$ cat src/pdc_defines.vh
`ifndef PDC_DEFINES_VH
`define PDC_DEFINES_VH
// register offsets
`define PDC_OFS_OUT_HS 8'h19
`define PDC_OFS_OUT1_HI 8'h1f
`define PDC_OFS_OUT1_MID 8'h20
`define PDC_OFS_OUT1_LO 8'h21
`define PDC_OFS_OUT2_HI 8'h22
`define PDC_OFS_OUT2_MID 8'h23
`define PDC_OFS_OUT2_LO 8'h24
`define PDC_OFS_FB_HI 8'h28
`define PDC_OFS_FB_MID 8'h29
`define PDC_OFS_FB_LO 8'h2a
`define PDC_OFS_IN1_HI 8'h2b
`define PDC_OFS_IN1_MID 8'h2c
`define PDC_OFS_IN1_LO 8'h2d
`define PDC_OFS_IN2_HI 8'h2e
`define PDC_OFS_IN2_MID 8'h2f
`define PDC_OFS_IN2_LO 8'h30
// writable bit masks
`define PDC_MSK_HS_ONLY 8'he0
`define PDC_MSK_NIBBLE 8'h0f
`define PDC_MSK_FB_HI 8'hef
`define PDC_MSK_IN_HI 8'h07
`define PDC_MSK_FULL 8'hff
// reset values
`define PDC_RST_OUT_HS 8'h20
`define PDC_RST_OUT1_HI 8'h00
`define PDC_RST_OUT1_MID 8'h00
`define PDC_RST_OUT1_LO 8'h31
`define PDC_RST_OUT2_HI 8'h00
`define PDC_RST_OUT2_MID 8'h00
`define PDC_RST_OUT2_LO 8'h31
`define PDC_RST_FB_HI 8'hc0
`define PDC_RST_FB_MID 8'h00
`define PDC_RST_FB_LO 8'hf9
`define PDC_RST_IN1_HI 8'h00
`define PDC_RST_IN1_MID 8'h00
`define PDC_RST_IN1_LO 8'h09
`define PDC_RST_IN2_HI 8'h00
`define PDC_RST_IN2_MID 8'h00
`define PDC_RST_IN2_LO 8'h00
// highspeed ratio base for code 000
`define PDC_HS_BASE 21'h000004
`endif

$ cat src/pdc_divider_config.v
`include "pdc_defines.vh"
`default_nettype none

// generic counting divider: one tick out per ratio ticks in
module pdc_div #(
	parameter W = 21
) (
	// clock and reset
	input wire clk,
	input wire rst_n,
	// input tick and ratio
	input wire en,
	input wire [W-1:0] ratio,
	// divided tick
	output reg tick_q
);
	reg [W-1:0] cnt_q; // counts input ticks
	// count, wrap at ratio-1; a ratio of 0 or 1 passes every tick
	always @(posedge clk or negedge rst_n) begin
		if (!rst_n) begin
			cnt_q <= {W{1'b0}};
			tick_q <= 1'b0;
		end else if (en) begin
			if (ratio <= {{(W-1){1'b0}}, 1'b1} || cnt_q >= ratio - {{(W-1){1'b0}}, 1'b1}) begin
				cnt_q <= {W{1'b0}};
				tick_q <= 1'b1;
			end else begin
				cnt_q <= cnt_q + {{(W-1){1'b0}}, 1'b1};
				tick_q <= 1'b0;
			end
		end else begin
			tick_q <= 1'b0;
		end
	end
endmodule

// divider configuration registers and the divider chains they steer
module pdc_divider_config #(
	parameter W = 21
) (
	// clock and reset
	input wire ref_clk,
	input wire arst_n,
	// register access port
	input wire [7:0] reg_addr,
	input wire [7:0] reg_wdata,
	input wire reg_wr,
	output reg [7:0] reg_rdata_q,
	// reference input pins
	input wire first_reference_input,
	input wire second_reference_input,
	// divided clock ticks
	output wire first_output_clock,
	output wire second_output_clock,
	output wire phase_detect_tick,
	output wire input1_div_tick,
	output wire input2_div_tick
);
	// reset synchroniser
	reg rst_meta_q;
	reg rst_n_q;
	always @(posedge ref_clk or negedge arst_n) begin
		if (!arst_n) begin
			rst_meta_q <= 1'b0;
			rst_n_q <= 1'b0;
		end else begin
			rst_meta_q <= 1'b1;
			rst_n_q <= rst_meta_q;
		end
	end

	// register storage
	reg [7:0] out_hs_q;
	reg [7:0] out1_hi_q;
	reg [7:0] out1_mid_q;
	reg [7:0] out1_lo_q;
	reg [7:0] out2_hi_q;
	reg [7:0] out2_mid_q;
	reg [7:0] out2_lo_q;
	reg [7:0] fb_hi_q;
	reg [7:0] fb_mid_q;
	reg [7:0] fb_lo_q;
	reg [7:0] in1_hi_q;
	reg [7:0] in1_mid_q;
	reg [7:0] in1_lo_q;
	reg [7:0] in2_hi_q;
	reg [7:0] in2_mid_q;
	reg [7:0] in2_lo_q;

	// highspeed code to ratio, base four
	function [W-1:0] hs_ratio;
		input [2:0] code;
		begin
			hs_ratio = `PDC_HS_BASE + {{(W-3){1'b0}}, code};
		end
	endfunction

	// output lowspeed field to ratio: zero means one, else field plus one
	function [W-1:0] ols_ratio;
		input [19:0] field;
		begin
			if (field == 20'h00000)
				ols_ratio = {{(W-1){1'b0}}, 1'b1};
			else
				ols_ratio = {1'b0, field} + {{(W-1){1'b0}}, 1'b1};
		end
	endfunction

	// register writes
	always @(posedge ref_clk or negedge rst_n_q) begin
		if (!rst_n_q) begin
			out_hs_q <= `PDC_RST_OUT_HS;
			out1_hi_q <= `PDC_RST_OUT1_HI;
			out1_mid_q <= `PDC_RST_OUT1_MID;
			out1_lo_q <= `PDC_RST_OUT1_LO;
			out2_hi_q <= `PDC_RST_OUT2_HI;
			out2_mid_q <= `PDC_RST_OUT2_MID;
			out2_lo_q <= `PDC_RST_OUT2_LO;
			fb_hi_q <= `PDC_RST_FB_HI;
			fb_mid_q <= `PDC_RST_FB_MID;
			fb_lo_q <= `PDC_RST_FB_LO;
			in1_hi_q <= `PDC_RST_IN1_HI;
			in1_mid_q <= `PDC_RST_IN1_MID;
			in1_lo_q <= `PDC_RST_IN1_LO;
			in2_hi_q <= `PDC_RST_IN2_HI;
			in2_mid_q <= `PDC_RST_IN2_MID;
			in2_lo_q <= `PDC_RST_IN2_LO;
		end else if (reg_wr) begin
			case (reg_addr)
				`PDC_OFS_OUT_HS: out_hs_q <= reg_wdata & `PDC_MSK_HS_ONLY;
				`PDC_OFS_OUT1_HI: out1_hi_q <= reg_wdata & `PDC_MSK_NIBBLE;
				`PDC_OFS_OUT1_MID: out1_mid_q <= reg_wdata;
				`PDC_OFS_OUT1_LO: out1_lo_q <= reg_wdata;
				`PDC_OFS_OUT2_HI: out2_hi_q <= reg_wdata & `PDC_MSK_NIBBLE;
				`PDC_OFS_OUT2_MID: out2_mid_q <= reg_wdata;
				`PDC_OFS_OUT2_LO: out2_lo_q <= reg_wdata;
				`PDC_OFS_FB_HI: fb_hi_q <= reg_wdata & `PDC_MSK_FB_HI;
				`PDC_OFS_FB_MID: fb_mid_q <= reg_wdata;
				`PDC_OFS_FB_LO: fb_lo_q <= reg_wdata;
				`PDC_OFS_IN1_HI: in1_hi_q <= reg_wdata & `PDC_MSK_IN_HI;
				`PDC_OFS_IN1_MID: in1_mid_q <= reg_wdata;
				`PDC_OFS_IN1_LO: in1_lo_q <= reg_wdata;
				`PDC_OFS_IN2_HI: in2_hi_q <= reg_wdata & `PDC_MSK_IN_HI;
				`PDC_OFS_IN2_MID: in2_mid_q <= reg_wdata;
				`PDC_OFS_IN2_LO: in2_lo_q <= reg_wdata;
				default: out_hs_q <= out_hs_q; // unmapped writes ignored
			endcase
		end
	end

	// read mux, one cycle latency, unmapped reads as zero
	reg [7:0] rdata_d;
	always @* begin
		case (reg_addr)
			`PDC_OFS_OUT_HS: rdata_d = out_hs_q;
			`PDC_OFS_OUT1_HI: rdata_d = out1_hi_q;
			`PDC_OFS_OUT1_MID: rdata_d = out1_mid_q;
			`PDC_OFS_OUT1_LO: rdata_d = out1_lo_q;
			`PDC_OFS_OUT2_HI: rdata_d = out2_hi_q;
			`PDC_OFS_OUT2_MID: rdata_d = out2_mid_q;
			`PDC_OFS_OUT2_LO: rdata_d = out2_lo_q;
			`PDC_OFS_FB_HI: rdata_d = fb_hi_q;
			`PDC_OFS_FB_MID: rdata_d = fb_mid_q;
			`PDC_OFS_FB_LO: rdata_d = fb_lo_q;
			`PDC_OFS_IN1_HI: rdata_d = in1_hi_q;
			`PDC_OFS_IN1_MID: rdata_d = in1_mid_q;
			`PDC_OFS_IN1_LO: rdata_d = in1_lo_q;
			`PDC_OFS_IN2_HI: rdata_d = in2_hi_q;
			`PDC_OFS_IN2_MID: rdata_d = in2_mid_q;
			`PDC_OFS_IN2_LO: rdata_d = in2_lo_q;
			default: rdata_d = 8'h00;
		endcase
	end
	always @(posedge ref_clk or negedge rst_n_q) begin
		if (!rst_n_q)
			reg_rdata_q <= 8'h00;
		else
			reg_rdata_q <= rdata_d;
	end

	// assembled ratio fields
	wire [19:0] out1_lowspeed_ratio;
	wire [19:0] out2_lowspeed_ratio;
	wire [19:0] feedback_lowspeed_ratio;
	wire [2:0] feedback_highspeed_ratio;
	wire [2:0] output_highspeed_ratio;
	wire [18:0] input1_prescale_ratio;
	wire [18:0] input2_prescale_ratio;
	assign out1_lowspeed_ratio = {out1_hi_q[3:0], out1_mid_q, out1_lo_q};
	assign out2_lowspeed_ratio = {out2_hi_q[3:0], out2_mid_q, out2_lo_q};
	assign feedback_lowspeed_ratio = {fb_hi_q[3:0], fb_mid_q, fb_lo_q};
	assign feedback_highspeed_ratio = fb_hi_q[7:5];
	assign output_highspeed_ratio = out_hs_q[7:5];
	assign input1_prescale_ratio = {in1_hi_q[2:0], in1_mid_q, in1_lo_q};
	assign input2_prescale_ratio = {in2_hi_q[2:0], in2_mid_q, in2_lo_q};

	// decoded ratios
	wire [W-1:0] ohs_div;
	wire [W-1:0] fhs_div;
	wire [W-1:0] o1_div;
	wire [W-1:0] o2_div;
	wire [W-1:0] fls_div;
	wire [W-1:0] i1_div;
	wire [W-1:0] i2_div;
	assign ohs_div = hs_ratio(output_highspeed_ratio);
	assign fhs_div = hs_ratio(feedback_highspeed_ratio);
	assign o1_div = ols_ratio(out1_lowspeed_ratio);
	assign o2_div = ols_ratio(out2_lowspeed_ratio);
	assign fls_div = {1'b0, feedback_lowspeed_ratio} + {{(W-1){1'b0}}, 1'b1};
	assign i1_div = {2'b00, input1_prescale_ratio} + {{(W-1){1'b0}}, 1'b1};
	assign i2_div = {2'b00, input2_prescale_ratio} + {{(W-1){1'b0}}, 1'b1};

	// reference pin synchronisers and rising edge detect
	reg [2:0] ref1_s_q;
	reg [2:0] ref2_s_q;
	always @(posedge ref_clk or negedge rst_n_q) begin
		if (!rst_n_q) begin
			ref1_s_q <= 3'b000;
			ref2_s_q <= 3'b000;
		end else begin
			ref1_s_q <= {ref1_s_q[1:0], first_reference_input};
			ref2_s_q <= {ref2_s_q[1:0], second_reference_input};
		end
	end
	wire ref1_rise;
	wire ref2_rise;
	assign ref1_rise = ref1_s_q[1] & ~ref1_s_q[2];
	assign ref2_rise = ref2_s_q[1] & ~ref2_s_q[2];

	// divider chains
	wire ohs_tick;
	wire fhs_tick;
	// shared highspeed stage
	// runs on every clock, feeds both output lowspeed stages
	pdc_div #(.W(W)) u_ohs (
		.clk(ref_clk),
		.rst_n(rst_n_q),
		.en(1'b1),
		.ratio(ohs_div),
		.tick_q(ohs_tick)
	);
	// first output lowspeed stage, steps on highspeed ticks
	pdc_div #(.W(W)) u_o1 (
		.clk(ref_clk),
		.rst_n(rst_n_q),
		.en(ohs_tick),
		.ratio(o1_div),
		.tick_q(first_output_clock)
	);
	// second output lowspeed stage, same highspeed source
	pdc_div #(.W(W)) u_o2 (
		.clk(ref_clk),
		.rst_n(rst_n_q),
		.en(ohs_tick),
		.ratio(o2_div),
		.tick_q(second_output_clock)
	);
	// feedback highspeed stage, runs on every clock
	pdc_div #(.W(W)) u_fhs (
		.clk(ref_clk),
		.rst_n(rst_n_q),
		.en(1'b1),
		.ratio(fhs_div),
		.tick_q(fhs_tick)
	);
	// highspeed into lowspeed
	// its tick is what the phase detector compares
	pdc_div #(.W(W)) u_fls (
		.clk(ref_clk),
		.rst_n(rst_n_q),
		.en(fhs_tick),
		.ratio(fls_div),
		.tick_q(phase_detect_tick)
	);
	// first reference prescaler, counts synchronised rising edges
	pdc_div #(.W(W)) u_i1 (
		.clk(ref_clk),
		.rst_n(rst_n_q),
		.en(ref1_rise),
		.ratio(i1_div),
		.tick_q(input1_div_tick)
	);
	// second reference prescaler, counts synchronised rising edges
	pdc_div #(.W(W)) u_i2 (
		.clk(ref_clk),
		.rst_n(rst_n_q),
		.en(ref2_rise),
		.ratio(i2_div),
		.tick_q(input2_div_tick)
	);
endmodule

`default_nettype wire

$ cat config.mk
export PLATFORM = sky130hd
export DESIGN_NAME = pdc_divider_config
export DESIGN_NICKNAME = d
export VERILOG_FILES = /design/src/pdc_divider_config.v
export VERILOG_INCLUDE_DIRS = /design/src
export SDC_FILE = /design/constraint.sdc
export NUM_CORES = 1
export LEC_CHECK = 0
export BUFFER_PORTS_ARGS = -buffer_cell sky130_fd_sc_hd__clkbuf_2
export CAP_MARGIN = 10
export CORE_UTILIZATION = 65
export CTS_BUF_LIST = sky130_fd_sc_hd__clkbuf_16
export CTS_CLUSTER_SIZE = 25
export DETAILED_ROUTE_END_ITERATION = 6
export PLACE_DENSITY = 0.86
export SYNTH_ARGS = -nofsm -noshare
export SYNTH_HDL_FRONTEND = slang
export SYNTH_SLANG_ARGS = --single-unit
export TNS_END_PERCENT = 100
$ cat constraint.sdc
create_clock -name ref_clk -period 11.3 [get_ports ref_clk]
set_clock_uncertainty 0.2 [all_clocks]
set_input_delay 0.565 -clock ref_clk [delete_from_list [all_inputs] [get_ports ref_clk]]
set_output_delay 0.565 -clock ref_clk [all_outputs]
set_load 0.1 [all_outputs]
==> run_results.csv, run 1 <==
group,metric,value,unit
clock_tree,clk_pin_slew,0.07,ns
routing,routed_wl,47900,um
power_and_ir_drop,internal_power,1.77,mW
power_and_ir_drop,seq_power_share,42.7,%
finish,antenna_cells,0,
sta,fmax,0.177,GHz
routing,routed-via-count,16300,
sta,setup_tns,0,ns
power_and_ir_drop,combPwrFrac,23.3,%
clock_tree,numClockSinks,274,
sta,finalHoldViolCount,0,
worst_setup_path,path_cells,"ha_1 -> nand3_1 -> nor4_1 -> a211oi_1 -> or4_1 -> a21boi_0 -> xnor2_1 -> ha_1 -> nand4_1 -> nor4b_1 -> o21ai_0 -> o221a_2 -> o21ai_0 -> a31oi_1 -> nor2b_1 -> nor2_1",
synth,synthTopCellsByCount,"dfrtp_1, nor2_1, nand2_1",
synth,netlist-cell-type-count,92,
power_and_ir_drop,p_leak,9.17,nW
finish,synthToLayoutAreaGrowth,6.23,%
placed_design,placed_cell_area,19600,um^2
sta,relSlewSlack,25.9,%
synth,yosys_warnings,0,
worst_setup_path,critPathKind,"reg -> reg",
worst_setup_path,arrival,5.88,ns
worst_setup_path,critPathCaptureType,"flip-flop",
placed_design,hpwl,34800,um
grt,overflow,0,
job,maxCapViolations,0,
worst_hold_path,min_path_type,"in -> async",
finish,final_layout_size_suffix_gt1_share,11.7,%
routing,first_pass_iters,6,
floorplan,die_height,175,um
grt,antenna_found_initial,0,
sta,period_share,50.0,%
synth,yosys-top-cells-area,"dfrtp_1, ha_1, xnor2_1, mux2_2, xor2_1",
synth,syn_inst,2105,
floorplan,start_util,66.8,%
floorplan,ios,34,
worst_setup_path,slowest_stage,"nor2b_1",
clock_tree,clock_latency,0.59,ns
worst_setup_path,reg2reg_setup_slack,5.65,ns
grt,grt_pass1_vias,16000,
placed_design,portBuffers,33,
power_and_ir_drop,switching_share,33.4,%
routing,routedWlPerCell,19.1,um
clock_tree,cts_made_buffers,31,
grt,grt_use_total,31.8,%
power_and_ir_drop,power_switching,0.887,mW
power_and_ir_drop,powerDensity,129,nW/um^2
worst_setup_path,cp_max_fo,17,
routing,first_iter_violations,1488,
grt,grt_first_pass_wirelength,79700,um
finish,fillers,2227,
floorplan,num_rows,62,
worst_setup_path,r2r_cells,16,
clock_tree,postCtsResizedCells,0,
sta,worst_pin_slew,1.11,ns
clock_tree,clockBufferDepth,3,
worst_setup_path,r2r_start,"fb_lo_q[0]",
outcome,status,"finished, final reports clean",
floorplan,core-area,29000,um^2
grt,grt_max_degree,74,
synth,synthesis.area,19400,um^2
sta,rsz0062_at_grt,"no",
sta,setup_viol,0,
worst_setup_path,critPathLaunchType,"flip-flop",
clock_tree,clock-root-buffer,"clkbuf_16",
worst_setup_path,reg2reg_to,"u_fls.cnt_q[18]",
routing,drc,0,
worst_setup_path,crit_buf_inv,0,
power_and_ir_drop,irDropWorstVdd,0.131,mV
worst_setup_path,critPathTopFamily,"simple AND/OR/NAND/NOR gates",
synth,ys_seq_elements,274,
floorplan,die_area,30500,um^2
synth,avgSynthCellArea,9.20,um^2
worst_setup_path,required,11.53,ns
routing,vias_per_cell,6.50,
worst_setup_path,crit_cells,16,
synth,synth_ff_type,"dfrtp_1",
clock_tree,cts_tree,"built",
synth,yosys.area.top_type,"dfrtp_1",
clock_tree,h-tree-depth,1,
sta,finalWorstPathRequiredPeriod,5.65,ns
finish,fin_area,20600,um^2
synth,synth_edf_count,0,
floorplan,fp.dieW,175,um
synth,seq_area_frac_synth,35.5,%
routing,drtAntennaViolNets,0,
sta,final_max_slew_viol_count,0,
synth,synth.most_common_cell,"dfrtp_1",
synth,async_reset_ff_share,100,%
placed_design,place_congestion,0.939,
worst_setup_path,cpPeakStageDelay,0.93,ns
synth,synth_top_area_share,33.2,%
finish,num-nets-final,2261,
power_and_ir_drop,p_clk_share,34.1,%
-- worst max path at each step --
stage           startpoint              end  slack [ns]
2_1_floorplan      rst_n_q       fb_hi_q[0]        2.93
3_3_place_gp    fb_lo_q[0]   u_fls.cnt_q[5]        5.92
3_5_place_dp   in1_lo_q[0]    u_i1.cnt_q[5]        5.52
4_1_cts        in1_lo_q[0]    u_i1.cnt_q[5]        5.48
5_1_grt         fb_lo_q[0]  u_fls.cnt_q[18]        5.03
6_report        fb_lo_q[0]  u_fls.cnt_q[18]        5.65
-- placed cells by master (no fill, tap or decap), types with 23 or more instances in the layout --
cell	instances
mux2i_1	31
o22ai_1	24
clkbuf_2	34
and3_1	39
mux2_2	101
nand3_1	109
a21o_1	34
nor4_1	26
nor2_1	209
conb_1	33
nand4_1	65
o21ai_0	59
inv_1	85
and2_1	23
xor2_1	91
ha_1	136
nor3_1	54
nand2_1	179
dfrtp_1	256
clkbuf_16	31
xnor2_1	139
a21oi_1	59
-- power by group through the flow --
stage	logic [mW]	clock network, mW	registers [mW]
after floorplan	0.474	0	1.15
after global placement	0.577	0	1.15
after detailed placement	0.605	0	1.15
after CTS	0.611	0.923	1.13
after global routing	0.690	0.956	1.14
final	0.619	0.906	1.13
-- sequential cells by signal (all words and copies together), names as in the netlist, 21 cells and up --
name	count
u_fls.cnt_q	21
u_o1.cnt_q	21
u_i2.cnt_q	21
u_i1.cnt_q	21
u_fhs.cnt_q	21
u_ohs.cnt_q	21
u_o2.cnt_q	21
-- per-layer routing --
| metal | routed length (um) | vias to the layer above | GRT usage (%) |
|---|---|---|---|
| met2 | 22300 | 684 | 52.4 |
| met3 | 3480 | 160 | 5.00 |
| met4 | 1930 | 0 | 12.5 |
| li1 | - | 7535 | - |
| met5 | 0 | - | 0 |
| met1 | 20200 | 7968 | 42.1 |
-- final cells by class --
cell class | count | area [um^2] | area share (%)
multi-input combinational | 1687 | 11800 | 57.4
clock inverter | 27 | 129 | 0.626
inverter | 69 | 259 | 1.26
sequential | 274 | 6880 | 33.4
tap | 384 | 480 | 2.33
clock buffer | 31 | 776 | 3.77
timing repair buffer | 41 | 230 | 1.12
-- kinds of logic after synthesis --
logic type                 after synthesis  synth area share, %
AOI/OAI and AO/OA                      314                 11.4
xor gates and xnor gates               230                 10.4
adders and majority gates              136                 8.78
buffers and inverters                  175                 4.07
DFF                                    274                 35.5
muxes                                  137                 7.94
other                                    2               0.0388
and+or+nand+nor                        837                 21.9
-- per-stage QoR --
| stage | setup slack, ns | util (%) | instances | hold WS, ns | power, mW |
|---|---|---|---|---|---|
| final | 5.65 | 70.9 | 2513 | 0.0963 | 2.66 |
| after global placement | 5.92 | 67.7 | 2451 | 0.132 | 1.72 |
| after floorplan | 2.93 | - | 2136 | 0.0694 | 1.63 |
| after global routing | 5.03 | 70.9 | 2513 | 0.0852 | 2.79 |
| after CTS | 5.48 | 70.9 | 2512 | 0.0613 | 2.67 |
| after detailed placement | 5.52 | 67.7 | 2451 | 0.136 | 1.75 |
-- repair_timing --
action | 4_1_cts | 5_1_grt
hold endpoints to repair | 4 | 0
buffers inserted | 0 | 0
hold buffers | 3 | 0
Note: power is estimated with default switching activity, not from simulation.
==> run 2, diff against run 1 <==
CORE_UTILIZATION = 58   (was 65)
PLACE_DENSITY = 0.81   (was 0.86)
clock period = 4.59 ns   (was 11.3 ns; I/O delays follow)
==> run_results.csv, run 2 (same netlist as run 1, synthesis figures left out) <==
group,metric,value,unit
outcome,status,"finished, violations left",
outcome,failed_checks,"design-rule violations, negative setup slack",
worst_setup_path,critPathLaunchType,"flip-flop",
power_and_ir_drop,combPwrFrac,28.1,%
sta,rsz0062_at_grt,"yes",
placed_design,place_congestion,0.940,
sta,finalWorstPathRequiredPeriod,4.67,ns
floorplan,fp.dieW,185,um
finish,antenna_cells,0,
power_and_ir_drop,p_leak,10.2,nW
finish,final_common_cell,"dfrtp_1",
routing,first_iter_violations,1562,
worst_setup_path,r2r_start,"in1_lo_q[0]",
worst_setup_path,cpPeakStageDelay,0.59,ns
power_and_ir_drop,seq_power_share,37.1,%
floorplan,num_rows,66,
power_and_ir_drop,powerDensity,322,nW/um^2
power_and_ir_drop,p_clk_share,34.8,%
placed_design,placed_cells,2637,
finish,fin_cells,2731,
worst_setup_path,required,4.91,ns
grt,grt_pass1_vias,16100,
worst_setup_path,crit_buf_inv,3,
worst_hold_path,hp-start,"reg_wdata[7]",
worst_hold_path,min_path_type,"in -> reg",
grt,grt_first_pass_wirelength,81200,um
finish,final_cell_mix,"dfrtp_1, nor2_1, nand2_1",
worst_setup_path,path_cells,"ha_4 -> nand4_1 -> buf_4 -> nor3b_4 -> buf_4 -> xnor2_2 -> nand3_2 -> nand2b_1 -> o32ai_1 -> xnor2_1 -> ha_1 -> a21o_1 -> a21o_1 -> a2111oi_4 -> a21oi_4 -> clkbuf_16 -> nor2_1",
sta,period_share,102,%
routing,drc,7,
grt,grt_max_degree,149,
grt,overflow,0,
worst_setup_path,worstSetupStartpoint,"in1_lo_q[0]",
worst_setup_path,slowest_stage,"a2111oi_4",
sta,relSlewSlack,43.0,%
finish,final_layout_size_suffix_gt1_share,22.5,%
power_and_ir_drop,internal_power,5.00,mW
floorplan,start_util,59.2,%
routing,drtAntennaViolNets,0,
clock_tree,cts_made_buffers,30,
power_and_ir_drop,switching_share,32.2,%
grt,grt_use_total,29.4,%
job,maxCapViolations,0,
clock_tree,clk_pin_slew,0.07,ns
sta,finalHoldViolCount,0,
routing,routed_wl,52500,um
power_and_ir_drop,irDropWorstVdd,0.384,mV
floorplan,core-area,32700,um^2
clock_tree,numClockSinks,274,
routing,vias_per_cell,6.20,
placed_design,portBuffers,33,
finish,fillers,2417,
worst_setup_path,critPathCaptureType,"flip-flop",
sta,fmax,0.214,GHz
clock_tree,clockBufferDepth,3,
sta,setup_slack,-0.0801,ns
floorplan,die_height,185,um
floorplan,ios,34,
clock_tree,cts_tree,"built",
routing,routed-via-count,16900,
clock_tree,h-tree-depth,1,
placed_design,hpwl,36500,um
worst_setup_path,reg2reg_setup_slack,-0.08,ns
sta,worst_pin_slew,0.854,ns
finish,synthToLayoutAreaGrowth,18.1,%
worst_setup_path,arrival,4.99,ns
floorplan,die_area,34100,um^2
worst_setup_path,cp_max_fo,6,
routing,routedWlPerCell,19.2,um
finish,utilization,70.0,%
sta,setup_viol,19,
clock_tree,clock_latency,0.59,ns
clock_tree,clock-root-buffer,"clkbuf_16",
power_and_ir_drop,power_switching,2.38,mW
finish,num-nets-final,2422,
worst_setup_path,critPathKind,"reg -> reg",
sta,final_max_slew_viol_count,0,
worst_setup_path,critPathTopFamily,"compound AO/OA/AOI/OAI gates",
grt,antenna_found_initial,1,
routing,first_pass_iters,7,
## run 2: routing by layer
| metal | part of all wire [%] | global-route usage, % | up-vias |
|---|---|---|---|
| met3 | 6.8 | 4.68 | 175 |
| met1 | 41 | 38.9 | 8178 |
| li1 | - | - | 7865 |
| met2 | 48 | 48.8 | 701 |
| met5 | 0 | 0 | - |
| met4 | 4.2 | 10.4 | 0 |
## run 2: cell type report
class | instances | area [um^2] | area share [%]
Sequential cell | 274 | 6880 | 30.1
Inverter | 69 | 259 | 1.13
Tap cell | 442 | 553 | 2.42
Multi-Input combinational cell | 1687 | 12500 | 54.8
Timing Repair Buffer | 203 | 1600 | 6.98
Clock inverter | 26 | 294 | 1.29
Clock buffer | 30 | 751 | 3.28
## run 2: timing repair
item | 4_1_cts | 5_1_grt
gates resized for setup | 11 | 133
pin swaps | 5 | 61
setup endpoints to repair | 57 | 110
gates cloned | 0 | 4
hold buffers | 8 | 0
buffers inserted | 4 | 23
endpoints found under the hold margin | 10 | 0
## run 2: path summary, 6_finish.rpt
check,endpoint,cells past startpoint
min in group asynchronous,u_ohs.cnt_q[8],1
min reg2reg,ref1_s_q[1],0
max reg2reg,u_i1.cnt_q[10],17
min,in2_lo_q[7],2
max,u_i1.cnt_q[10],17
max in group asynchronous,u_o1.cnt_q[15],1
## run 2: power groups by stage
| stage | registers [mW] | logic (mW) | clock network, mW |
|---|---|---|---|
| finish | 2.73 | 2.07 | 2.57 |
| CTS | 2.72 | 1.72 | 2.59 |
| global placement | 2.76 | 1.62 | 0 |
| global route | 2.75 | 2.25 | 2.67 |
| detailed placement | 2.76 | 1.69 | 0 |
| floorplan | 2.84 | 1.18 | 0 |
## run 2: stage by stage
step,setup WS (ns),instance area [um^2],power [mW],TNS [ns],hold slack (ns)
final,-0.0801,22900,7.37,-1.10,0.0481
after global routing,-0.206,22900,7.68,-5.65,0.0438
after CTS,0.00337,21900,7.04,0,0.00429
after detailed placement,-0.109,20700,4.45,-2.15,-0.180
after global placement,0.0724,20700,4.38,0,-0.181
after floorplan,0.0105,19500,4.02,0,-0.266
==> run 3, diff against run 2 <==
GPL_TIMING_DRIVEN = 0   (was unset)
==> run_results.csv, run 3 (same netlist as run 1, synthesis figures left out) <==
group,metric,value,unit
worst_setup_path,r2r_cells,24,
routing,routed_wl,56000,um
worst_setup_path,arrival,5.11,ns
routing,drtAntennaViolNets,0,
worst_setup_path,critPathLaunchType,"flip-flop",
worst_setup_path,critPathTopFamily,"compound AO/OA/AOI/OAI gates",
finish,num-nets-final,2477,
power_and_ir_drop,powerDensity,320,nW/um^2
grt,grt_use_total,30.4,%
power_and_ir_drop,irDropWorstVdd,0.386,mV
floorplan,ios,34,
worst_hold_path,min_path_cells,5,
floorplan,core-area,32700,um^2
job,maxCapViolations,0,
grt,grt_max_degree,75,
worst_setup_path,cpPeakStageDelay,0.44,ns
grt,grt_first_pass_wirelength,83400,um
clock_tree,clock_latency,0.59,ns
worst_setup_path,critPathKind,"reg -> reg",
worst_setup_path,cp_max_fo,6,
floorplan,num_rows,66,
power_and_ir_drop,p_clk_share,32.8,%
routing,routedWlPerCell,20.1,um
outcome,status,"finished, violations left",
sta,worst_pin_slew,1.14,ns
finish,final_cell_mix,"dfrtp_1, nor2_1, nand2_1",
worst_hold_path,hp-start,"reg_addr[4]",
routing,first_iter_violations,1875,
grt,antenna_found_initial,2,
worst_setup_path,r2r_start,"in1_lo_q[1]",
routing,vias_per_cell,6.32,
worst_setup_path,crit_top_cell,"buf_4",
floorplan,start_util,59.2,%
sta,setup_slack,-0.225,ns
power_and_ir_drop,combPwrFrac,31.0,%
worst_setup_path,path_cells,"ha_4 -> buf_6 -> buf_4 -> buf_4 -> xnor2_1 -> nand3_1 -> a21oi_4 -> buf_4 -> buf_4 -> mux2i_1 -> nor2_1 -> a31o_2 -> xnor2_1 -> ha_1 -> a21o_1 -> a21oi_1 -> nor3b_2 -> nor2_1 -> a31oi_2 -> a2111oi_4 -> buf_4 -> buf_6 -> nand3_4 -> o22ai_1",
clock_tree,h-tree-depth,1,
clock_tree,numClockSinks,274,
finish,synthToLayoutAreaGrowth,22.1,%
placed_design,portBuffers,32,
sta,period_share,105,%
routing,first_pass_iters,7,
worst_setup_path,reg2reg_to,"u_i1.cnt_q[4]",
clock_tree,clock-root-buffer,"clkbuf_16",
power_and_ir_drop,p_leak,10.5,nW
clock_tree,clk_pin_slew,0.06,ns
worst_hold_path,min_path_type,"in -> reg",
worst_setup_path,required,4.89,ns
sta,setup_tns,-6.16,ns
power_and_ir_drop,internal_power,5.04,mW
sta,final_max_slew_viol_count,0,
worst_setup_path,slowest_stage,"dfrtp_2",
grt,grt_pass1_vias,16600,
worst_hold_path,hold_path_end,"reg_rdata_q[3]",
clock_tree,cts_made_buffers,31,
clock_tree,clockBufferDepth,3,
sta,rsz0062_at_grt,"yes",
routing,routed-via-count,17600,
worst_setup_path,reg2reg_setup_slack,-0.22,ns
power_and_ir_drop,seq_power_share,36.2,%
outcome,failed_checks,"design-rule violations, negative setup slack",
sta,finalWorstPathRequiredPeriod,4.81,ns
finish,final_layout_size_suffix_gt1_share,25.4,%
clock_tree,cts_tree,"built",
grt,overflow,0,
placed_design,pre_cts_ws,-0.881,ns
sta,relSlewSlack,23.2,%
sta,setup_viol,47,
power_and_ir_drop,power_switching,2.52,mW
placed_design,place_congestion,1.00,
worst_setup_path,crit_buf_inv,7,
sta,finalHoldViolCount,0,
placed_design,hpwl,36300,um
floorplan,die_area,34100,um^2
floorplan,die_height,185,um
sta,fmax,0.208,GHz
finish,final_common_cell,"dfrtp_1",
floorplan,fp.dieW,185,um
worst_setup_path,critPathCaptureType,"flip-flop",
power_and_ir_drop,switching_share,33.4,%
routing,drc,2,
==> run 3: cell count changes in the layout (fill, tap and decap cells not counted), moves of 8 or more <==
cell / before / now
clkbuf_1: 0 / 38
buf_4: 147 / 110
buf_6: 6 / 29
nor2_4: 0 / 21
buf_2: 1 / 21
nor2_1: 201 / 181
dfrtp_1: 254 / 244
dfrtp_2: 2 / 12
a31oi_1: 19 / 11
==> run 3: area by class of cell <==
| cell class | count | area [um^2] |
|---|---|---|
| diodes | 1 | 2.50 |
| plain buffers | 93 | 539 |
| clock buffers | 31 | 776 |
| clock inverters | 26 | 229 |
| fillers | 2307 | 9050 |
| inverters | 69 | 259 |
| multi-input cells | 1687 | 13100 |
| flip-flops and latches | 274 | 6900 |
| well taps | 442 | 553 |
| repair buffers | 164 | 1330 |
==> run 3: timing repair <==
action | 4_1_cts | 5_1_grt
gates resized for setup | 107 | 208
setup endpoints to repair | 110 | 109
endpoints found under the hold margin | 28 | 0
pin swaps | 35 | 126
hold buffers | 12 | 0
buffers inserted | 43 | 71
gates cloned | 2 | 2
==> run 3: stage by stage <==
step / util [%] / hold WS, ns / cell area [um^2] / power, mW / instances
6_report: 72.3 / 0.0775 / 23700 / 7.56 / 2787
3_5_place_dp: 62.1 / -0.184 / 20300 / 4.43 / 2613
2_1_floorplan: - / -0.266 / 19500 / 4.02 / 2136
3_3_place_gp: 61.9 / -0.185 / 20200 / 4.35 / 2610
4_1_cts: 67.9 / 0.0260 / 22200 / 7.12 / 2720
5_1_grt: 72.3 / 0.0877 / 23600 / 7.88 / 2786
==> run 3: worst max-delay path by stage <==
| stage | startpoint | endpoint | slack [ns] | cells past startpoint |
|---|---|---|---|---|
| 2_1_floorplan | out2_lo_q[6] | u_o2.cnt_q[11] | 0.01 | 18 |
| 3_3_place_gp | out1_lo_q[0] | u_o1.cnt_q[2] | -0.77 | 19 |
| 3_5_place_dp | out1_lo_q[0] | u_o1.cnt_q[4] | -0.88 | 18 |
| 4_1_cts | out2_lo_q[0] | u_o2.cnt_q[8] | 0.008 | 19 |
| 5_1_grt | in1_lo_q[1] | u_i1.cnt_q[13] | -0.33 | 20 |
| 6_report | in1_lo_q[1] | u_i1.cnt_q[4] | -0.22 | 24 |
==> run 3: per-layer routing <==
layer	share of wire [%]	wire, um	track usage [%]	up-vias
met5	0.027	15	0	-
met1	40	22100	39.3	8615
met2	49	27300	52.3	829
li1	-	-	-	7956
met3	7.5	4210	4.31	211
met4	4.3	2380	9.36	2
==> run 3: power by group through the flow <==
stage	combinational (mW)	clock (mW)	sequential, mW
after global routing	2.52	2.60	2.75
final	2.34	2.48	2.74
after floorplan	1.18	0	2.84
after CTS	1.89	2.51	2.72
after global placement	1.57	0	2.79
after detailed placement	1.67	0	2.76
==> run 3: worst min-delay path, stage by stage <==
cell,delay [ns]
clkbuf_2,0.12
nand4b_1,0.13
nor2_1,0.11
nand2_1,0.08
nand4_1,0.11
